===== src/atsl_cfg.svh =====
`ifndef ATSL_CFG_SVH
`define ATSL_CFG_SVH

// Clock period and the millisecond time base.
`define ATSL_CLK_PERIOD_NS 50
`define ATSL_TICK_NS 1000000
`define ATSL_TICK_CYCLES (`ATSL_TICK_NS / `ATSL_CLK_PERIOD_NS)

// Teach-in and inhibit times, in milliseconds.
`define ATSL_TEACH_SETTLE_MS 10000
`define ATSL_POWEROFF_WAIT_MS 300000
`define ATSL_INHIBIT_MS 600000

// Flash timing in milliseconds.
`define ATSL_SLOW_PERIOD_MS 1000
`define ATSL_SLOW_ON_MS 500
`define ATSL_FAST_PERIOD_MS 333
`define ATSL_FAST_ON_MS 60
`define ATSL_PULSE_SLOT_MS 400
`define ATSL_PULSE_ON_MS 200
`define ATSL_PAUSE_SLOTS 3

// Red flash counts per error cause.
`define ATSL_CODE_NONE 3'h0
`define ATSL_CODE_OUT_ONE 3'h1
`define ATSL_CODE_OUT_TWO 3'h2
`define ATSL_CODE_CROSS 3'h3
`define ATSL_CODE_TEMP 3'h4
`define ATSL_CODE_ACTUATOR 3'h5
`define ATSL_CODE_DISCREP 3'h6

// Bit positions of the synchronised pin vector.
`define ATSL_PIN_W 13
`define ATSL_PIN_ACT 0
`define ATSL_PIN_NEWCODE 1
`define ATSL_PIN_MARGIN 2
`define ATSL_PIN_IN_ONE 3
`define ATSL_PIN_IN_TWO 4
`define ATSL_PIN_ERR_ONE 5
`define ATSL_PIN_ERR_TWO 6
`define ATSL_PIN_CROSS 7
`define ATSL_PIN_TEMP 8
`define ATSL_PIN_DISCREP 9
`define ATSL_PIN_INTERNAL 10
`define ATSL_PIN_CODED 11
`define ATSL_PIN_ONETIME 12

`endif


===== src/atsl_pkg.sv =====
package atsl_pkg;

  // Teach-in and run states, one-hot.
  typedef enum logic [4:0] {
    ST_RUN = 5'h01,
    ST_TEACH = 5'h02,
    ST_PWROFF = 5'h04,
    ST_FAIL = 5'h08,
    ST_INHIBIT = 5'h10
  } atsl_state_e;

endpackage : atsl_pkg


===== src/atsl_sync.sv =====
`timescale 1ns/1ps
`default_nettype none

module atsl_sync #(
  parameter int W = 1
) (
  input wire logic core_clk,
  input wire logic rstn,
  input wire logic [W-1:0] pin,
  output logic [W-1:0] synced
);

  logic [W-1:0] meta_q;

  // Two flops per bit; only the second stage is seen by any logic.
  always_ff @(posedge core_clk or negedge rstn)
  begin
    if (!rstn)
    begin
      meta_q <= '0;
      synced <= '0;
    end
    else
    begin
      meta_q <= pin;
      synced <= meta_q;
    end
  end

endmodule : atsl_sync

`default_nettype wire


===== src/atsl_core.sv =====
// Notes on behaviour
// - During teach-in with actuator present, red LED steady, yellow flashes at 1 Hz.
// - After 10 s of teach-in, yellow gives brief 3 Hz flashes asking power-off.
// - No power-off within 5 minutes aborts teach-in and flashes red five times.
// - After power returns, new code is committed only on second actuator detection.
// - Standard-coded sensors accept their actuator directly, with no teach-in.
// - One-time variant locks first pairing and refuses every later teach-in.
// - Repeatable variant teaches any number of times; new code replaces old.
// - Repeatable variant keeps safety outputs inhibited ten minutes after teaching.
// - Green flashes during inhibit until time expired and new actuator detected.
// - Actuator leaving active zone disables both safety outputs at once.
// - Green LED steady when powered, both safety inputs present and no error, internal fault, teach-in or inhibit.
// - Green LED flashes at 1 Hz when either or both safety inputs missing.
// - Yellow LED on whenever a valid actuator is in sensing range with no error, internal fault or inhibit.
// - Yellow LED flashes instead while actuator sits in marginal limit area.
// - Red LED is active whenever an error condition is detected.
// - Red pulse count gives cause: 1..6 for output, cross, temp, actuator, discrepancy.
// - Red steady with yellow flash when teaching; red steady for internal fault.
// - LED indications are the same for either diagnostic output style.
`timescale 1ns/1ps
`default_nettype none
`include "atsl_cfg.svh"

module atsl_core #(
  parameter int TICK_CYCLES = `ATSL_TICK_CYCLES,
  parameter int TEACH_SETTLE_MS = `ATSL_TEACH_SETTLE_MS,
  parameter int POWEROFF_WAIT_MS = `ATSL_POWEROFF_WAIT_MS,
  parameter int INHIBIT_MS = `ATSL_INHIBIT_MS
) (
  input wire logic core_clk,
  input wire logic rstn,
  input wire logic actuator_present,
  input wire logic actuator_new_code,
  input wire logic actuator_margin,
  input wire logic safety_input_one,
  input wire logic safety_input_two,
  input wire logic fault_output_one,
  input wire logic fault_output_two,
  input wire logic fault_cross_wire,
  input wire logic fault_over_temp,
  input wire logic fault_discrepancy,
  input wire logic fault_internal,
  input wire logic individually_coded,
  input wire logic one_time_pairing_variant,
  input wire logic nv_code_pending,
  input wire logic nv_pairing_locked,
  output logic nv_store_pending,
  output logic nv_commit,
  output logic nv_discard,
  output logic safety_output_one,
  output logic safety_output_two,
  output logic led_green,
  output logic led_yellow,
  output logic led_red
);

  logic [`ATSL_PIN_W-1:0] pins_s;
  logic act_s, new_s, margin_s, in_one_s, in_two_s, internal_s, coded_s, onetime_s;
  logic pend_s, locked_s, tick, slow_on, fast_on, timer_hit, red_pulse;
  logic enable_q, inputs_ok, start_teach, commit_now;
  logic [1:0] nv_s;
  logic [14:0] tick_cnt_q;
  logic [9:0] slow_ms_q;
  logic [8:0] fast_ms_q, slot_ms_q;
  logic [19:0] timer_ms_q, timer_limit;
  logic [2:0] err_code, shown_code_q;
  logic [3:0] slot_idx_q;
  atsl_pkg::atsl_state_e state_q, state_d;

  // Every pin crosses two flops before use.
  atsl_sync #(.W(`ATSL_PIN_W)) u_pin_sync (
    .core_clk(core_clk),
    .rstn(rstn),
    .pin({one_time_pairing_variant, individually_coded, fault_internal, fault_discrepancy,
          fault_over_temp, fault_cross_wire, fault_output_two, fault_output_one,
          safety_input_two, safety_input_one, actuator_margin, actuator_new_code,
          actuator_present}),
    .synced(pins_s)
  );

  // The stored-code status comes from the memory outside, also asynchronous.
  atsl_sync #(.W(2)) u_nv_sync (
    .core_clk(core_clk),
    .rstn(rstn),
    .pin({nv_pairing_locked, nv_code_pending}),
    .synced(nv_s)
  );

  assign act_s = pins_s[`ATSL_PIN_ACT];
  assign new_s = pins_s[`ATSL_PIN_NEWCODE];
  assign margin_s = pins_s[`ATSL_PIN_MARGIN];
  assign in_one_s = pins_s[`ATSL_PIN_IN_ONE];
  assign in_two_s = pins_s[`ATSL_PIN_IN_TWO];
  assign internal_s = pins_s[`ATSL_PIN_INTERNAL];
  assign coded_s = pins_s[`ATSL_PIN_CODED];
  assign onetime_s = pins_s[`ATSL_PIN_ONETIME];
  assign pend_s = nv_s[0];
  assign locked_s = nv_s[1];
  assign inputs_ok = in_one_s && in_two_s;

  // single time base
  // One millisecond tick feeds every flash and timeout; reset restarts it.
  always_ff @(posedge core_clk or negedge rstn)
  begin
    if (!rstn)
      tick_cnt_q <= 15'h0000;
    else if (tick)
      tick_cnt_q <= 15'h0000;
    else
      tick_cnt_q <= tick_cnt_q + 15'h0001;
  end
  assign tick = (tick_cnt_q == 15'(TICK_CYCLES - 1));

  // Free-running slow (1 Hz) and fast (3 Hz) flash phases.
  always_ff @(posedge core_clk or negedge rstn)
  begin
    if (!rstn)
    begin
      slow_ms_q <= 10'h000;
      fast_ms_q <= 9'h000;
    end
    else if (tick)
    begin
      slow_ms_q <= (slow_ms_q == 10'(`ATSL_SLOW_PERIOD_MS - 1)) ? 10'h000 : slow_ms_q + 10'h001;
      fast_ms_q <= (fast_ms_q == 9'(`ATSL_FAST_PERIOD_MS - 1)) ? 9'h000 : fast_ms_q + 9'h001;
    end
  end
  assign slow_on = (slow_ms_q < 10'(`ATSL_SLOW_ON_MS));
  // The fast flash is a short blip so it reads as distinct from the 1 Hz blink.
  assign fast_on = (fast_ms_q < 9'(`ATSL_FAST_ON_MS));

  // one-time lock
  // A fresh code starts teach-in only on coded sensors; on the one-time variant only if not already locked.
  assign start_teach = coded_s && new_s && !pend_s && !(onetime_s && locked_s);

  // second detection commit
  // A pending code is made live only when the actuator is seen again after power-up.
  assign commit_now = coded_s && pend_s && new_s && !(onetime_s && locked_s);

  // Millisecond timer per state; restarts on every state change.
  always_ff @(posedge core_clk or negedge rstn)
  begin
    if (!rstn)
      timer_ms_q <= 20'h00000;
    else if (state_d != state_q)
      timer_ms_q <= 20'h00000;
    else if (tick && !timer_hit)
      timer_ms_q <= timer_ms_q + 20'h00001;
  end

  always_comb
  begin
    case (state_q)
      atsl_pkg::ST_TEACH: timer_limit = 20'(TEACH_SETTLE_MS - 1);
      atsl_pkg::ST_PWROFF: timer_limit = 20'(POWEROFF_WAIT_MS - 1);
      atsl_pkg::ST_INHIBIT: timer_limit = 20'(INHIBIT_MS); // Release needs the full span.
      default: timer_limit = 20'hFFFFF;
    endcase
  end
  assign timer_hit = (timer_ms_q >= timer_limit);

  // Teach-in sequencer.
  always_comb
  begin
    state_d = state_q;
    case (state_q)
      atsl_pkg::ST_RUN:
      begin
        if (commit_now && !onetime_s)
          state_d = atsl_pkg::ST_INHIBIT;
        else if (start_teach)
          state_d = atsl_pkg::ST_TEACH;
      end
      atsl_pkg::ST_TEACH:
      begin
        if (!new_s)
          state_d = atsl_pkg::ST_RUN;
        else if (tick && timer_hit)
          state_d = atsl_pkg::ST_PWROFF;
      end
      atsl_pkg::ST_PWROFF:
      begin
        if (tick && timer_hit)
          state_d = atsl_pkg::ST_FAIL;
      end
      // Fail stays until power cycles; reset is the only way out.
      atsl_pkg::ST_FAIL: state_d = atsl_pkg::ST_FAIL;
      atsl_pkg::ST_INHIBIT:
      begin
        if (timer_hit && act_s)
          state_d = atsl_pkg::ST_RUN;
      end
      default: state_d = atsl_pkg::ST_RUN;
    endcase
  end

  always_ff @(posedge core_clk or negedge rstn)
  begin
    if (!rstn)
      state_q <= atsl_pkg::ST_RUN;
    else
      state_q <= state_d;
  end

  // Memory strobes: store on power-off request, commit on second detection, drop on abort.
  always_ff @(posedge core_clk or negedge rstn)
  begin
    if (!rstn)
    begin
      nv_store_pending <= 1'b0;
      nv_commit <= 1'b0;
      nv_discard <= 1'b0;
    end
    else
    begin
      nv_store_pending <= (state_q == atsl_pkg::ST_TEACH) && (state_d == atsl_pkg::ST_PWROFF);
      nv_commit <= (state_q == atsl_pkg::ST_RUN) && commit_now;
      nv_discard <= (state_q == atsl_pkg::ST_PWROFF) && (state_d == atsl_pkg::ST_FAIL);
    end
  end

  // cause encoding
  // Lowest count wins when several causes are present together.
  always_comb
  begin
    if (pins_s[`ATSL_PIN_ERR_ONE])
      err_code = `ATSL_CODE_OUT_ONE;
    else if (pins_s[`ATSL_PIN_ERR_TWO])
      err_code = `ATSL_CODE_OUT_TWO;
    else if (pins_s[`ATSL_PIN_CROSS])
      err_code = `ATSL_CODE_CROSS;
    else if (pins_s[`ATSL_PIN_TEMP])
      err_code = `ATSL_CODE_TEMP;
    else if (state_q == atsl_pkg::ST_FAIL)
      err_code = `ATSL_CODE_ACTUATOR;
    else if (pins_s[`ATSL_PIN_DISCREP])
      err_code = `ATSL_CODE_DISCREP;
    else
      err_code = `ATSL_CODE_NONE;
  end

  // grouped pulses
  // Slots of 400 ms, pulse in the first half; three empty slots form the pause.
  always_ff @(posedge core_clk or negedge rstn)
  begin
    if (!rstn)
    begin
      shown_code_q <= `ATSL_CODE_NONE;
      slot_ms_q <= 9'h000;
      slot_idx_q <= 4'h0;
    end
    else if (err_code != shown_code_q)
    begin
      shown_code_q <= err_code;
      slot_ms_q <= 9'h000;
      slot_idx_q <= 4'h0;
    end
    else if (tick)
    begin
      if (slot_ms_q == 9'(`ATSL_PULSE_SLOT_MS - 1))
      begin
        slot_ms_q <= 9'h000;
        if (slot_idx_q == 4'({1'b0, shown_code_q} + 4'(`ATSL_PAUSE_SLOTS) - 4'h1))
          slot_idx_q <= 4'h0;
        else
          slot_idx_q <= slot_idx_q + 4'h1;
      end
      else
        slot_ms_q <= slot_ms_q + 9'h001;
    end
  end
  assign red_pulse = (slot_idx_q < {1'b0, shown_code_q}) &&
                     (slot_ms_q < 9'(`ATSL_PULSE_ON_MS));

  // Output enable: only in run with actuator, inputs and no error or internal fault.
  always_ff @(posedge core_clk or negedge rstn)
  begin
    if (!rstn)
      enable_q <= 1'b0;
    else
      enable_q <= (state_d == atsl_pkg::ST_RUN) && act_s && inputs_ok &&
                  (err_code == `ATSL_CODE_NONE) && !internal_s &&
                  !(coded_s && !locked_s && !pend_s && new_s);
  end

  // immediate disable
  // Gated by the live presence so removal cuts outputs without waiting a flop.
  assign safety_output_one = enable_q && act_s;
  assign safety_output_two = enable_q && act_s;

  // LED drivers; the same drive serves either diagnostic style.
  // common indication
  always_ff @(posedge core_clk or negedge rstn)
  begin
    if (!rstn)
    begin
      led_green <= 1'b0;
      led_yellow <= 1'b0;
      led_red <= 1'b0;
    end
    else
    begin
      if (state_q == atsl_pkg::ST_INHIBIT || !inputs_ok)
        led_green <= slow_on;
      else
        led_green <= (err_code == `ATSL_CODE_NONE) && !internal_s &&
                     !(state_q == atsl_pkg::ST_TEACH) && !(state_q == atsl_pkg::ST_PWROFF);
      if (state_q == atsl_pkg::ST_PWROFF)
        led_yellow <= fast_on;
      else if (state_q == atsl_pkg::ST_TEACH)
        led_yellow <= slow_on;
      else if (state_q == atsl_pkg::ST_INHIBIT || err_code != `ATSL_CODE_NONE || internal_s)
        led_yellow <= 1'b0;
      else if (act_s && margin_s)
        led_yellow <= slow_on;
      else
        led_yellow <= act_s;
      if (state_q == atsl_pkg::ST_TEACH || state_q == atsl_pkg::ST_PWROFF || internal_s)
        led_red <= 1'b1;
      else
        led_red <= red_pulse;
    end
  end
endmodule : atsl_core

`default_nettype wire


===== config.mk =====
export PLATFORM = sky130hd
export DESIGN_NAME = atsl_core
export DESIGN_NICKNAME = d
export VERILOG_FILES = /design/src/atsl_pkg.sv /design/src/atsl_sync.sv /design/src/atsl_core.sv
export VERILOG_INCLUDE_DIRS = /design/src
export SDC_FILE = /design/constraint.sdc
export NUM_CORES = 1
export LEC_CHECK = 0
export BUFFER_PORTS_ARGS = -buffer_cell sky130_fd_sc_hd__buf_2
export CORE_ASPECT_RATIO = 0.8
export CORE_MARGIN = 8
export CORE_UTILIZATION = 48
export DETAILED_ROUTE_END_ITERATION = 10
export GPL_TIMING_DRIVEN = 1
export PLACE_DENSITY = 0.66
export SETUP_SLACK_MARGIN = 0.4
export SLEW_MARGIN = 0
export SYNTH_ARGS = -nofsm -noshare
export SYNTH_HDL_FRONTEND = slang
export SYNTH_SLANG_ARGS = --single-unit

===== constraint.sdc =====
create_clock -name core_clk -period 3.3 [get_ports core_clk]
set_input_delay 0.66 -clock core_clk [delete_from_list [all_inputs] [get_ports core_clk]]
set_output_delay 0.66 -clock core_clk [all_outputs]
set_load 0.05 [all_outputs]

### Yosys cells after proc, flatten, opt, wreduce, memory -nomap -nowiden

Cells that the tools add are included.

| word-level totals | value |
|---|---|
| register bits | 112 |
| input port bits | 17 |
| output and inout bits | 8 |
| logic and storage cells | 129 |

| cells by class | value |
|---|---|
| $add $sub $neg | 8 |
| $lt $le $gt $ge | 5 |
| equality and inequality tests | 15 |
| mux-type cells | 32 |
| reductions and logical operators | 50 |

Operators with widths:

| cell | number |
|---|---|
| $pmux W20 S3 | 1 |
| $mux W20 | 2 |
| $mux W9 | 4 |
| $mux W5 | 6 |
| $logic_and A1 B1 Y1 | 29 |
| $pmux W5 S5 | 1 |
| $add A20 B1 Y20 const B | 1 |
| $ge A20 B20 Y1 | 1 |
| $add A9 B1 Y9 const B | 2 |
| $eq A9 B9 Y1 const B | 2 |
| $mux W3 | 6 |
| $mux W4 | 4 |
| $add A15 B1 Y15 const B | 1 |
| $eq A15 B15 Y1 const B | 1 |
| $mux W15 | 1 |
| $add A10 B1 Y10 const B | 1 |
| $eq A10 B10 Y1 const B | 1 |
| $eq A5 B1 Y1 const B | 2 |
| $eq A5 B3 Y1 const B | 2 |
| $eq A5 B4 Y1 const B | 2 |
| $logic_not A1 Y1 | 10 |
| $lt A10 B9 Y1 const B | 1 |
| $mux W10 | 1 |
| $lt A9 B6 Y1 const B | 1 |
| 16 further kinds | 27 |

### Longest topological paths before layout

Gate-level depths: netlist of the first run.

| logic depth | value |
|---|---|
| depth in word-level cells | 13 |
| mapped depth | 12 |
| mapped depth without buffers | 11 |

### By module

A second synthesis of the first run with hierarchy kept.

| unflattened totals | value |
|---|---|
| cells, all modules | 592 |
| area total of the unflattened synthesis | 5,745.5 um2 |

By module, submodules not included:

| module | times used | cells an instance | area an instance (um2) | seq. area each (um2) |
|---|---|---|---|---|
| atsl_core | 1 | 562 | 4,994.8 | 2,053.2 |
| atsl_sync at u_pin_sync | 1 | 26 | 650.6 | 650.6 |
| atsl_sync at u_nv_sync | 1 | 4 | 100.1 | 100.1 |

### Least setup slack after synthesis of the first run

No wires, ideal clock.

| timing | value |
|---|---|
| path kind | register -> register |
| from | register state_q[0] |
| to | register timer_ms_q[10] |
| data arrival time | 2.814 ns |
| required time | 3.171 ns |
| slack | 0.357 ns |
| stages on the path, launching flop included | 13 |
| buffers on the path | 1 |
| clock period less this slack | 2.943 ns |
| cells stage by stage | dfstp_2 nor3_1 nand3b_1 nand3_1 ha_1 nand4_1 or4_1 o32ai_2 o21bai_4 a31oi_2 a221o_2 buf_6 a21oi_2 |

| on the way | value |
|---|---|
| longest elaborated chain between the ends | 9 |

RTL lines:

| element | RTL line | source |
|---|---|---|
| from (decl) | atsl_core.sv:68 | `atsl_pkg::atsl_state_e state_q, state_d;` |
| from (signal assigned) | atsl_core.sv:200 | `state_q <= atsl_pkg::ST_RUN;` |
| from (signal assigned) | atsl_core.sv:202 | `state_q <= state_d;` |
| $eq A5 B5 Y1, or another cell as far along | atsl_core.sv:153, atsl_core.sv:166 |  |
| $pmux W20 S3 | atsl_core.sv:153 | `case (state_q)` |
| $ge A20 B20 Y1 | atsl_core.sv:160 | `assign timer_hit = (timer_ms_q >= timer_limit);` |
| $logic_and A1 B1 Y1 | atsl_core.sv:178, atsl_core.sv:183 |  |
| $mux W5 | atsl_core.sv:178 | `else if (tick && timer_hit)` |
| $mux W5 | atsl_core.sv:176 | `if (!new_s)` |
| $pmux W5 S5 | atsl_core.sv:166 | `case (state_q)` |
| $ne A5 B5 Y1 | atsl_core.sv:145 | `else if (state_d != state_q)` |
| $mux W20 / $reduce_bool A2 Y1 (equally long branches) | n/a |  |
| to (signal assigned) | atsl_core.sv:148 | `timer_ms_q <= timer_ms_q + 20'h00001;` |
| to (decl) | atsl_core.sv:65 | `logic [19:0] timer_ms_q, timer_limit;` |

Parallel ways exist; a longest one is shown, timed or not.
A chain may end at the register's enable or synchronous reset.

### Worst setup path after layout of the first run

| timing | value |
|---|---|
| from | register state_q[0] |
| to | register timer_ms_q[12] |

Same word-level chain as after synthesis.

==> results of run 1 <==
==> cells by family (layout without fill, tap and decap cells) <==
logic type,Yosys count,in the layout
AO/OA/AOI/OAI,127,127
XOR/XNOR,26,26
adder cells (fa/ha/maj),29,29
buffers and inverters,31,95
flip-flops,112,112
multiplexers,5,5
AND/OR/NAND/NOR,226,226
==> critical path, stage by stage (launching register included) <==
cell and delay, ps:
dfstp_2 580, nor3_2 60, nand3b_1 100, buf_6 130, nand3_4 110, ha_4 300, nand4_1 140, or4_4 520
o32ai_4 250, o21bai_4 140, a21boi_2 210, a221o_2 260, clkbuf_16 200, a21oi_2 30
==> power groups by stage <==
stage | Combinational, mW | Sequential, mW | Clock (mW)
5_1_grt | 0.297 | 1.43 | 1.14
6_report | 0.275 | 1.42 | 1.07
3_5_place_dp | 0.218 | 1.45 | 0
2_1_floorplan | 0.134 | 1.45 | 0
4_1_cts | 0.232 | 1.42 | 1.09
3_3_place_gp | 0.215 | 1.45 | 0
==> area by class of cell <==
class	instances	area, µm²
Fill cell	952	4850
Multi-Input combinational cell	413	2860
Sequential cell	112	2810
Timing Repair Buffer	60	450
Clock buffer	10	239
Tap cell	148	185
Inverter	19	71.3
Clock inverter	6	51.3
==> cells in the mapped netlist (all sizes together), types with 8 or more instances <==
master / count / area share, %
o21ai: 49 / 4.3
ha: 29 / 6.4
nand2: 50 / 3.3
nor3: 10 / 0.89
nand4: 17 / 2.0
inv: 19 / 1.3
nor2: 39 / 2.7
or3: 16 / 1.8
nand3: 36 / 3.2
xor2: 13 / 2.0
a21oi: 39 / 4.6
buf: 8 / 1.0
xnor2: 13 / 2.0
and3: 19 / 2.1
dfrtp: 111 / 49
==> through the flow <==
stage / util, % / cells / setup slack [ps] / hold WS (ps) / instance area [µm²]
finish: 57.8 / 768 / 137 / 335 / 6660
global route: 57.8 / 768 / 20.6 / 361 / 6660
CTS: 56.8 / 761 / 244 / 353 / 6540
detailed placement: 52.5 / 731 / 24.6 / 336 / 6050
global placement: 52.5 / 731 / 178 / 335 / 6050
floorplan: - / 556 / 396 / 331 / 5680
==> timing repair <==
item | CTS | global route
gates cloned | 0 | 1
buffers inserted | 14 | 6
hold endpoints to repair | 0 | 0
pin swaps | 5 | 7
endpoints found under the setup margin | 25 | 27
resized for setup | 23 | 9
==> per-layer routing <==
layer | global-route usage, % | up-vias | wire, µm
met5 | 0 | - | 0
met1 | 23.4 | 2154 | 6280
li1 | - | 2134 | -
met3 | 4.03 | 21 | 666
met4 | 5.71 | 0 | 211
met2 | 24.0 | 87 | 5560
==> final timing paths <==
path	startpoint	end	slack (ps)	depth (start not counted)
setup / recovery	state_q[0]	timer_ms_q[12]	140	13
hold / removal	rstn	u_nv_sync.synced[1]	330	1
setup reg to reg	state_q[0]	timer_ms_q[12]	140	13
hold reg to reg	u_pin_sync.meta_q[2]	u_pin_sync.synced[2]	350	0
max in group asynchronous	rstn	slow_ms_q[4]	2200	2
min in group core_clk	u_pin_sync.meta_q[2]	u_pin_sync.synced[2]	350	0
==> state kept, by name, summed over array words and instances, names as in the netlist <==
register           cells
u_pin_sync.meta_q     13
u_nv_sync.synced       2
nv_store_pending       1
u_pin_sync.synced     13
fast_ms_q              9
slot_idx_q             4
tick_cnt_q            15
enable_q               1
timer_ms_q            20
state_q                5
nv_commit              1
nv_discard             1
led_yellow             1
slow_ms_q             10
u_nv_sync.meta_q       2
led_red                1
led_green              1
slot_ms_q              9
shown_code_q           3
==> metrics.md, run 1 <==
| Metric | Value |
|---|---|
| Cell variety after synth | 61 |
| Post-synth EDFFs | 0 |
| DR iter-0 viols | 271 |
| Reg clk slew, reported paths | 80 ps |
| Cell Pwr Density | 415 mW/mm² |
| Worst Skew | 6.48 ps |
| Pin count of the biggest net entering global routing | 53 |
| Gate Count Post-Synth | 556 |
| Crit path kind | flip-flop to flip-flop |
| Post-Synth Adder-Cell Area | 6.42% |
| Synth Cell Area | 0.00565 mm² |
| Clock root buffer | clkbuf_16 |
| Starting Density | 49.1% |
| N_diodes | 0 |
| Multiplexer share of the synthesized area | 0.907% |
| Total of max-cap violations | 0 |
| CTS buffer count | 9 |
| Number of hold violations in the final report | 0 |
| Worst Setup Start Kind | flip-flop |
| DR pass1 iterations | 5 |
| IO Pins | 25 |
| Final slew viol count | 0 |
| Clk buf depth | 2 |
| Seq cells post-synth | 112 |
| Ys flop type | dfrtp_1 |
| Combinational share of power | 10.0% |
| CORE AREA | 0.0115 mm² |
| Worst slew pin tran | 700 ps |
| Post-Syn Nets | 602 |
| Int Power | 2.06 mW |
| H-tree levels | 3 |
| Setup violators final | 0 |
| Vias in the first global route | 4258 |
| Clock sink count | 112 |
| GR Overflow Total | 0 |
| # DRC | 0 |
| RSZ-0062 raised after global routing | true |
| CTS Hold Buffers Added | 0 |
| Die height | 113 µm |
| Sw power | 710 µW |
| Final WL | 12700 µm |
| First-pass GRT wire length | 20600 µm |
| Worst path arrival time | 3400 ps |
| Initial antenna violation count | 0 |
| Switching Share | 25.7% |
| Clock network fraction of total power | 38.6% |
| Setup crit end kind | flip-flop |
| Min Tclk post-route | 3160 ps |
| TNS Setup | 0 ps |
| Row count | 35 |
| Slew headroom | 52.7% |
| Maximum VDD drop | 0.000264 V |
| GP Congestion | 0.949 |
| Sequential-to-total area share from yosys stat | 49.6% |
| Wire length per cell | 16.6 µm |
| Pwr Total | 2.77 mW |
| Synth Area in Simple Gates | 21.0% |
| Maximum clock rate | 316 MHz |
| Tot GR Track Use | 16.5% |
| Area Overhead vs Synth | 17.8% |
| Post-route ant nets | 0 |
| Mean Syn Cell Area | 10.2 µm² |
| Fin crit share | 95.9% |
| Lkg Pwr | 2.92 nW |
| Routed vias | 4396 |
| CTS tree | yes |
| Synth async-reset ratio | 100% |
| HPWL Detailed | 8530 µm |
| Commonest non-fill, non-tap cells in the layout | 107 x dfrtp_1, 48 x nand2_1, 47 x o21ai_0, 35 x nor2_1, 34 x nand3_1 |
| Die area | 0.0155 mm² |
| Layout cells sized above 1 | 23.2% |
| Post-Synth XOR/XNOR Area | 4.03% |
| Share of power burned in registers | 51.5% |
| Critical path data required time | 3540 ps |
| Largest family of logic cells by synthesized area | simple AND/OR/NAND/NOR gates |
| Yosys Warn Count | 0 |
| Compound-Gate Fraction of Synth Area | 15.5% |
| Clock Latency Late Sink | 350 ps |
| Chip Width | 137 µm |
| Via density | 5.72 |
| Most common cell after layout, fill and taps aside | dfrtp_1 |
| Number of buffers added on ports | 24 |
| Worst Path Max Fanout | 10 |
| Status | finished clean |
| Worst hold path class | primary input to async pin |
| Final nets | 661 |
No activity file was read; power rests on OpenSTA's default activity.
==> run 2: changes to the inputs <==
Settings changed: BUFFER_PORTS_ARGS -buffer_cell sky130_fd_sc_hd__buf_2 to -buffer_cell sky130_fd_sc_hd__buf_4, SKIP_LAST_GASP set to 1.
==> run 2 against run 1 <==
Sequential power barely moved. Combinational power barely moved. Clock skew fell by 0.68 ps. Critical path depth did not move. Routed wire length rose by 4.2%. Final cell count fell by 0.26%. Global-route usage rose by 0.49 points. Via count rose by 2.4%. Utilization rose by 0.84 points. Count of clock-buffer cells in the layout did not move. First-iteration DRC count rose by 54%. Largest power group unchanged. Highest routed layer unchanged.
==> metrics.md, run 2 (synthesized netlist as in run 1, its figures left out) <==
| Metric | Value |
|---|---|
| Clock sink count | 112 (unchanged) |
| Pwr Total | 3.06 mW (+11%) |
| HPWL Detailed | 8810 µm (+3.2%) |
| Fillers | 924 (-2.9%) |
| Setup crit end kind | flip-flop |
| Biggest registers after layout | timer_ms_q (20), tick_cnt_q (15) |
| Final slew viol count | 0 (unchanged) |
| Total of max-cap violations | 0 (unchanged) |
| Worst Skew | 5.80 ps (-0.680 ps) |
| Clock Latency Late Sink | 350 ps (about the same) |
| Worst hold slack | 351 ps (+16.1 ps) |
| CTS tree | yes |
| Number of hold violations in the final report | 0 (unchanged) |
| CTS Hold Buffers Added | 0 (unchanged) |
| Min Tclk post-route | 3260 ps (+99.2 ps) |
| Clk buf depth | 2 (unchanged) |
| Top reg by flops | timer_ms_q |
| Initial antenna violation count | 0 (unchanged) |
| Row count | 35 (unchanged) |
| GP Congestion | 0.891 (-6.2%) |
| Share of power burned in registers | 46.7% (-4.8 points) |
| Routed vias | 4500 (+2.4%) |
| Chip Width | 137 µm (unchanged) |
| Switching Share | 22.7% (-2.9 points) |
| Crit path kind | flip-flop to flip-flop |
| Layout cells sized above 1 | 21.2% (-2.0 points) |
| Slew headroom | 42.3% (-10 points) |
| Commonest non-fill, non-tap cells in the layout | 110 x dfrtp_1, 52 x buf_4, 49 x nand2_1, 46 x o21ai_0, 35 x nor2_1 |
| # DRC | 0 (unchanged) |
| Post-route ant nets | 0 (unchanged) |
| Worst path arrival time | 3500 ps (+100 ps) |
| Worst slew pin tran | 843 ps (+144 ps) |
| DR iter-0 viols | 416 (+54%) |
| CORE AREA | 0.0115 mm² (unchanged) |
| Cell Pwr Density | 452 mW/mm² (+8.9%) |
| RSZ-0062 raised after global routing | true |
| Starting Density | 49.1% (unchanged) |
| Maximum clock rate | 307 MHz (-3.0%) |
| Dpl cell area | 0.00611 mm² (+0.99%) |
| Die area | 0.0155 mm² (unchanged) |
| CTS buffer count | 9 (unchanged) |
| TNS Setup | 0 ps (unchanged) |
| Clock root buffer | clkbuf_16 |
| Maximum VDD drop | 0.000250 V (-5.2%) |
| Int Power | 2.36 mW (+15%) |
| Final WL | 13300 µm (+4.2%) |
| Worst Path Max Fanout | 10 (unchanged) |
| Clock network fraction of total power | 44.3% (+5.7 points) |
| Reg clk slew, reported paths | 70 ps (about the same) |
| GR Overflow Total | 0 (unchanged) |
| Area Overhead vs Synth | 19.5% |
| Lkg Pwr | 2.97 nW (+1.7%) |
| Worst hold path class | primary input to async pin |
| Final Util | 58.7% (+0.84 points) |
| Tot GR Track Use | 17.0% (+0.49 points) |
| Pin count of the biggest net entering global routing | 58 (+9.4%) |
| DR pass1 iterations | 5 (unchanged) |
| Final Cell Area | 0.00676 mm² (+1.4%) |
| Most common cell after layout, fill and taps aside | dfrtp_1 |
| Via density | 5.87 (+2.6%) |
| H-tree levels | 3 (unchanged) |
| Wire length per cell | 17.3 µm (+4.4%) |
| Sw power | 695 µW (-2.1%) |
| Final nets | 659 (-0.30%) |
| Setup violators final | 0 (unchanged) |
| Worst Setup Start Kind | flip-flop |
| Fin crit share | 98.9% (+3.0 points) |
| Status | finished clean |
| IO Pins | 25 (unchanged) |
| Critical path data required time | 3540 ps (about the same) |
| Combinational share of power | 9.1% (-0.9 points) |
| Vias in the first global route | 4224 (-0.80%) |
| Max reg flops | 20 (unchanged) |
| First-pass GRT wire length | 21200 µm (+3.0%) |
| Number of buffers added on ports | 24 (unchanged) |
| N_diodes | 0 (unchanged) |
| Die height | 113 µm (unchanged) |
==> run 2: cell types whose count changed in the layout (fill, tap and decap cells not counted), moves of 3 or more <==
cell / previous run / this run
dfrtp_2: 4 / 1
dfrtp_1: 107 / 110
buf_4: 30 / 52
buf_2: 23 / 0
bufinv_16: 0 / 4
==> run 2: worst max-delay path: stages, from the launching register on <==
cell	delay, ps
dfstp_2	590
nor3_4	70
nand3b_1	160
buf_4	150
nand3_4	110
ha_4	300
nand4_1	130
or4_4	510
o32ai_4	310
o21bai_4	160
a21boi_2	190
a221o_2	250
clkbuf_16	200
a21oi_2	40
==> run 2: final timing paths <==
check / startpoint / cells after the start / slack, ps / endpoint
worst max-delay path: state_q[0] / 13 / 40 / timer_ms_q[11]
worst min register to register: u_pin_sync.meta_q[2] / 0 / 350 / u_pin_sync.synced[2]
worst max register to register: state_q[0] / 13 / 40 / timer_ms_q[11]
max in group asynchronous: rstn / 2 / 2110 / tick_cnt_q[2]
worst min-delay path: rstn / 1 / 350 / u_pin_sync.meta_q[12]
min in group core_clk: u_pin_sync.meta_q[2] / 0 / 350 / u_pin_sync.synced[2]
==> run 2: final cells by class <==
type | instances | area (µm²) | area share, %
Clock inverter | 6 | 139 | 2.05
Tap cell | 148 | 185 | 2.74
Sequential cell | 112 | 2810 | 41.5
Multi-Input combinational cell | 414 | 2840 | 42.0
Timing Repair Buffer | 57 | 478 | 7.07
Clock buffer | 10 | 239 | 3.54
Inverter | 19 | 71.3 | 1.06
==> run 2: per-stage QoR <==
step | std cells | worst slack (ps)
detailed placement | 733 | 15.7
global route | 766 | -86.7
floorplan | 556 | 396
global placement | 733 | 10.7
finish | 766 | 37.4
CTS | 755 | 131
==> run 2: layer usage <==
| layer | global-route usage [%] | vias up | share of wire, % | wire length, µm |
|---|---|---|---|---|
| met2 | 25.4 | 132 | 45 | 6020 |
| met1 | 23.9 | 2207 | 47 | 6280 |
| met5 | 0 | - | 0 | 0 |
| met3 | 4.56 | 15 | 5.9 | 787 |
| met4 | 4.26 | 0 | 1.3 | 169 |
| li1 | - | 2146 | - | - |
==> run 2: power by group through the flow <==
| stage | clock (mW) | combinational [mW] | sequential, mW |
|---|---|---|---|
| 2_1_floorplan | 0 | 0.134 | 1.45 |
| 3_3_place_gp | 0 | 0.223 | 1.45 |
| 3_5_place_dp | 0 | 0.226 | 1.45 |
| 4_1_cts | 1.37 | 0.238 | 1.43 |
| 5_1_grt | 1.43 | 0.296 | 1.43 |
| 6_report | 1.35 | 0.277 | 1.43 |
==> run 2: repair_timing <==
item / in CTS / in global routing
cloned: 0 / 2
pin swaps: 5 / 10
endpoints found under the setup margin: 27 / 27
endpoints found under the hold margin: 0 / 0
setup buffers: 6 / 9
gates resized for setup: 10 / 12
==> run 3: changes to the inputs <==
Settings changed: CELL_PAD_IN_SITES_DETAIL_PLACEMENT set to 0, CELL_PAD_IN_SITES_GLOBAL_PLACEMENT set to 1, PLACE_DENSITY 0.66 to 0.79, SETUP_SLACK_MARGIN 0.4 to 0.1.
Clock period 3.3 ns to 3.1 ns, I/O delays scaled along.
==> run 3 against run 2 <==
The flow now finishes with violations (negative setup slack). Setup slack lost 130 ps. Worst hold slack lost 110 ps. Clock skew grew 2.1 ps. Largest power group unchanged. First-iteration DRC count shrank 38%. Count of clock-buffer cells in the layout grew 2.
==> metrics.md, run 3 (synthesized netlist as in run 1, its figures left out) <==
| Metric | Value |
|---|---|
| Status | finished with violations |
| Failing checks | negative setup slack |
| Switching Share | 24.1% (+1.3 points) |
| Worst Path Max Fanout | 6 (-4) |
| Wire length per cell | 16.4 µm (-5.3%) |
| GR Overflow Total | 0 (unchanged) |
| N_diodes | 0 (unchanged) |
| Chip Width | 137 µm (unchanged) |
| Tot GR Track Use | 16.9% (-0.079 points) |
| Clock root buffer | clkbuf_16 |
| TNS Setup | -1380 ps (-1380 ps) |
| Dpl ws | -219 ps (-235 ps) |
| H-tree levels | 3 (unchanged) |
| Initial antenna violation count | 0 (unchanged) |
| DR iter-0 viols | 259 (-38%) |
| Top reg by flops | timer_ms_q |
| Commonest non-fill, non-tap cells in the layout | 109 x dfrtp_1, 58 x buf_4, 48 x nand2_1, 48 x o21ai_0 |
| Starting Density | 49.1% (unchanged) |
| IO Pins | 25 (unchanged) |
| Layout cells sized above 1 | 22.8% (+1.6 points) |
| Maximum clock rate | 314 MHz (+2.3%) |
| Row count | 35 (unchanged) |
| Total of max-cap violations | 0 (unchanged) |
| DR pass1 iterations | 8 (+3) |
| Final Cell Area | 0.00681 mm² (+0.81%) |
| Critical path data required time | 3380 ps (-160 ps) |
| Dpl cell area | 0.00619 mm² (+1.4%) |
| Clock Latency Late Sink | 340 ps (about the same) |
| Crit path kind | flip-flop to flip-flop |
| CTS Hold Buffers Added | 0 (unchanged) |
| Worst slew pin tran | 888 ps (+44.8 ps) |
| Int Power | 2.33 mW (-1.1%) |
| Non-filler instance count after layout | 775 (+1.2%) |
| Routed vias | 4424 (-1.7%) |
| GP Congestion | 0.873 (-1.9%) |
| Cell Pwr Density | 451 mW/mm² (-0.21%) |
| Vias in the first global route | 4256 (+0.76%) |
| Clock network fraction of total power | 37.3% (-7.0 points) |
| Number of buffers added on ports | 24 (unchanged) |
| Pin count of the biggest net entering global routing | 50 (-14%) |
| Biggest registers after layout | timer_ms_q (20), tick_cnt_q (15) |
| Maximum VDD drop | 0.000322 V (+29%) |
| Die area | 0.0155 mm² (unchanged) |
| Combinational share of power | 13.4% (+4.3 points) |
| Area Overhead vs Synth | 20.5% |
| HPWL Detailed | 8450 µm (-4.0%) |
| Clock sink count | 112 (unchanged) |
| Max reg flops | 20 (unchanged) |
| Clk buf depth | 2 (unchanged) |
| Most common cell after layout, fill and taps aside | dfrtp_1 |
| Worst Skew | 7.90 ps (+2.10 ps) |
| Lkg Pwr | 2.99 nW (+0.61%) |
| CORE AREA | 0.0115 mm² (unchanged) |
| Worst hold path class | primary input to async pin |
| Reg clk slew, reported paths | 70 ps (about the same) |
| Via density | 5.71 (-2.8%) |
| Final Worst Setup Slack | -88.3 ps (-126 ps) |
| Worst path arrival time | 3470 ps (-30 ps) |
| # DRC | 0 (unchanged) |
| CTS buffer count | 9 (unchanged) |
| R2r setup slk | -90 ps (-130 ps) |
| Fin crit share | 103% (+4.0 points) |
| CTS tree | yes |
| RSZ-0062 raised after global routing | true |
| Post-route ant nets | 0 (unchanged) |
| Worst Setup Start Kind | flip-flop |
| Setup violators final | 20 (+20) |
| Min Tclk post-route | 3190 ps (-74.2 ps) |
| First-pass GRT wire length | 21200 µm (about the same) |
| Die height | 113 µm (unchanged) |
| Number of hold violations in the final report | 0 (unchanged) |
| Setup crit end kind | flip-flop |
| Final WL | 12700 µm (-4.2%) |
| Sw power | 740 µW (+6.5%) |
| Share of power burned in registers | 49.3% (+2.6 points) |
| Slew headroom | 39.3% (-3.1 points) |
| Final slew viol count | 0 (unchanged) |
| Final nets | 668 (+1.4%) |
| Dpl cells | 744 (+1.5%) |
[run 3: cell count changes in the layout (fill, tap and decap cells not counted), moves of 2 or more]
cell,before,now
bufinv_16,4,1
a21oi_2,20,18
nor2_4,0,2
a21oi_1,19,21
buf_4,52,58
buf_12,2,4
clkbuf_1,0,3
inv_2,0,2
buf_16,0,2
o21ai_1,3,1
nand4_4,2,0
o21ai_0,46,48
inv_1,19,16
[run 3: cell type report]
| class | instances | area [µm²] |
|---|---|---|
| flip-flops and latches | 112 | 2810 |
| clock buffers | 12 | 236 |
| well taps | 148 | 185 |
| clock inverters | 4 | 53.8 |
| fillers | 961 | 4700 |
| inverters | 19 | 73.8 |
| repair buffers | 67 | 618 |
| multi-input cells | 413 | 2840 |
[run 3: final timing paths]
path	cells past startpoint	to	from
min	1	timer_ms_q[11]	rstn
max reg2reg	16	timer_ms_q[15]	state_q[4]
min in group core_clk	0	u_pin_sync.synced[5]	u_pin_sync.meta_q[5]
min reg2reg	0	u_pin_sync.synced[5]	u_pin_sync.meta_q[5]
max in group asynchronous	2	tick_cnt_q[3]	rstn
max	16	timer_ms_q[15]	state_q[4]
[run 3: power groups by stage]
| stage | clock network (mW) | logic, mW | registers [mW] |
|---|---|---|---|
| 3_5_place_dp | 0 | 0.254 | 1.54 |
| 5_1_grt | 1.24 | 0.439 | 1.52 |
| 2_1_floorplan | 0 | 0.141 | 1.54 |
| 6_report | 1.15 | 0.412 | 1.52 |
| 4_1_cts | 1.18 | 0.376 | 1.51 |
| 3_3_place_gp | 0 | 0.252 | 1.54 |
[run 3: critical path, stage by stage, from the launching register on]
cell	delay, ps
dfrtp_2	470
nor3_4	220
nand3b_1	90
buf_4	170
nand2_2	130
buf_4	130
ha_1	250
a21oi_1	190
nand2_1	110
a221oi_4	240
buf_6	160
buf_4	120
a21boi_2	50
a221o_2	380
buf_6	150
clkbuf_16	150
a21oi_2	100
[run 3: stage by stage]
stage | utilization, % | hold WS [ps] | power (mW)
5_1_grt | 59.2 | 266 | 3.19
2_1_floorplan | - | 324 | 1.69
4_1_cts | 58.4 | 250 | 3.07
3_3_place_gp | 53.8 | 335 | 1.79
6_report | 59.2 | 237 | 3.07
3_5_place_dp | 53.8 | 335 | 1.79
[run 3: per-layer routing]
metal  global-route usage, %  part of all wire, %  up-vias
li1                        -                    -     2160
met1                    24.1                   50     2177
met2                    25.3                   45       76
met3                    3.37                  3.8       11
met4                    5.20                  1.2        0
met5                       0                    0        -
[run 3: timing repair]
| action | CTS | global route |
|---|---|---|
| setup buffers | 10 | 2 |
| endpoints found under the setup margin | 26 | 24 |
| cloned | 2 | 1 |
| gates resized for setup | 23 | 9 |
| pin swaps | 4 | 6 |
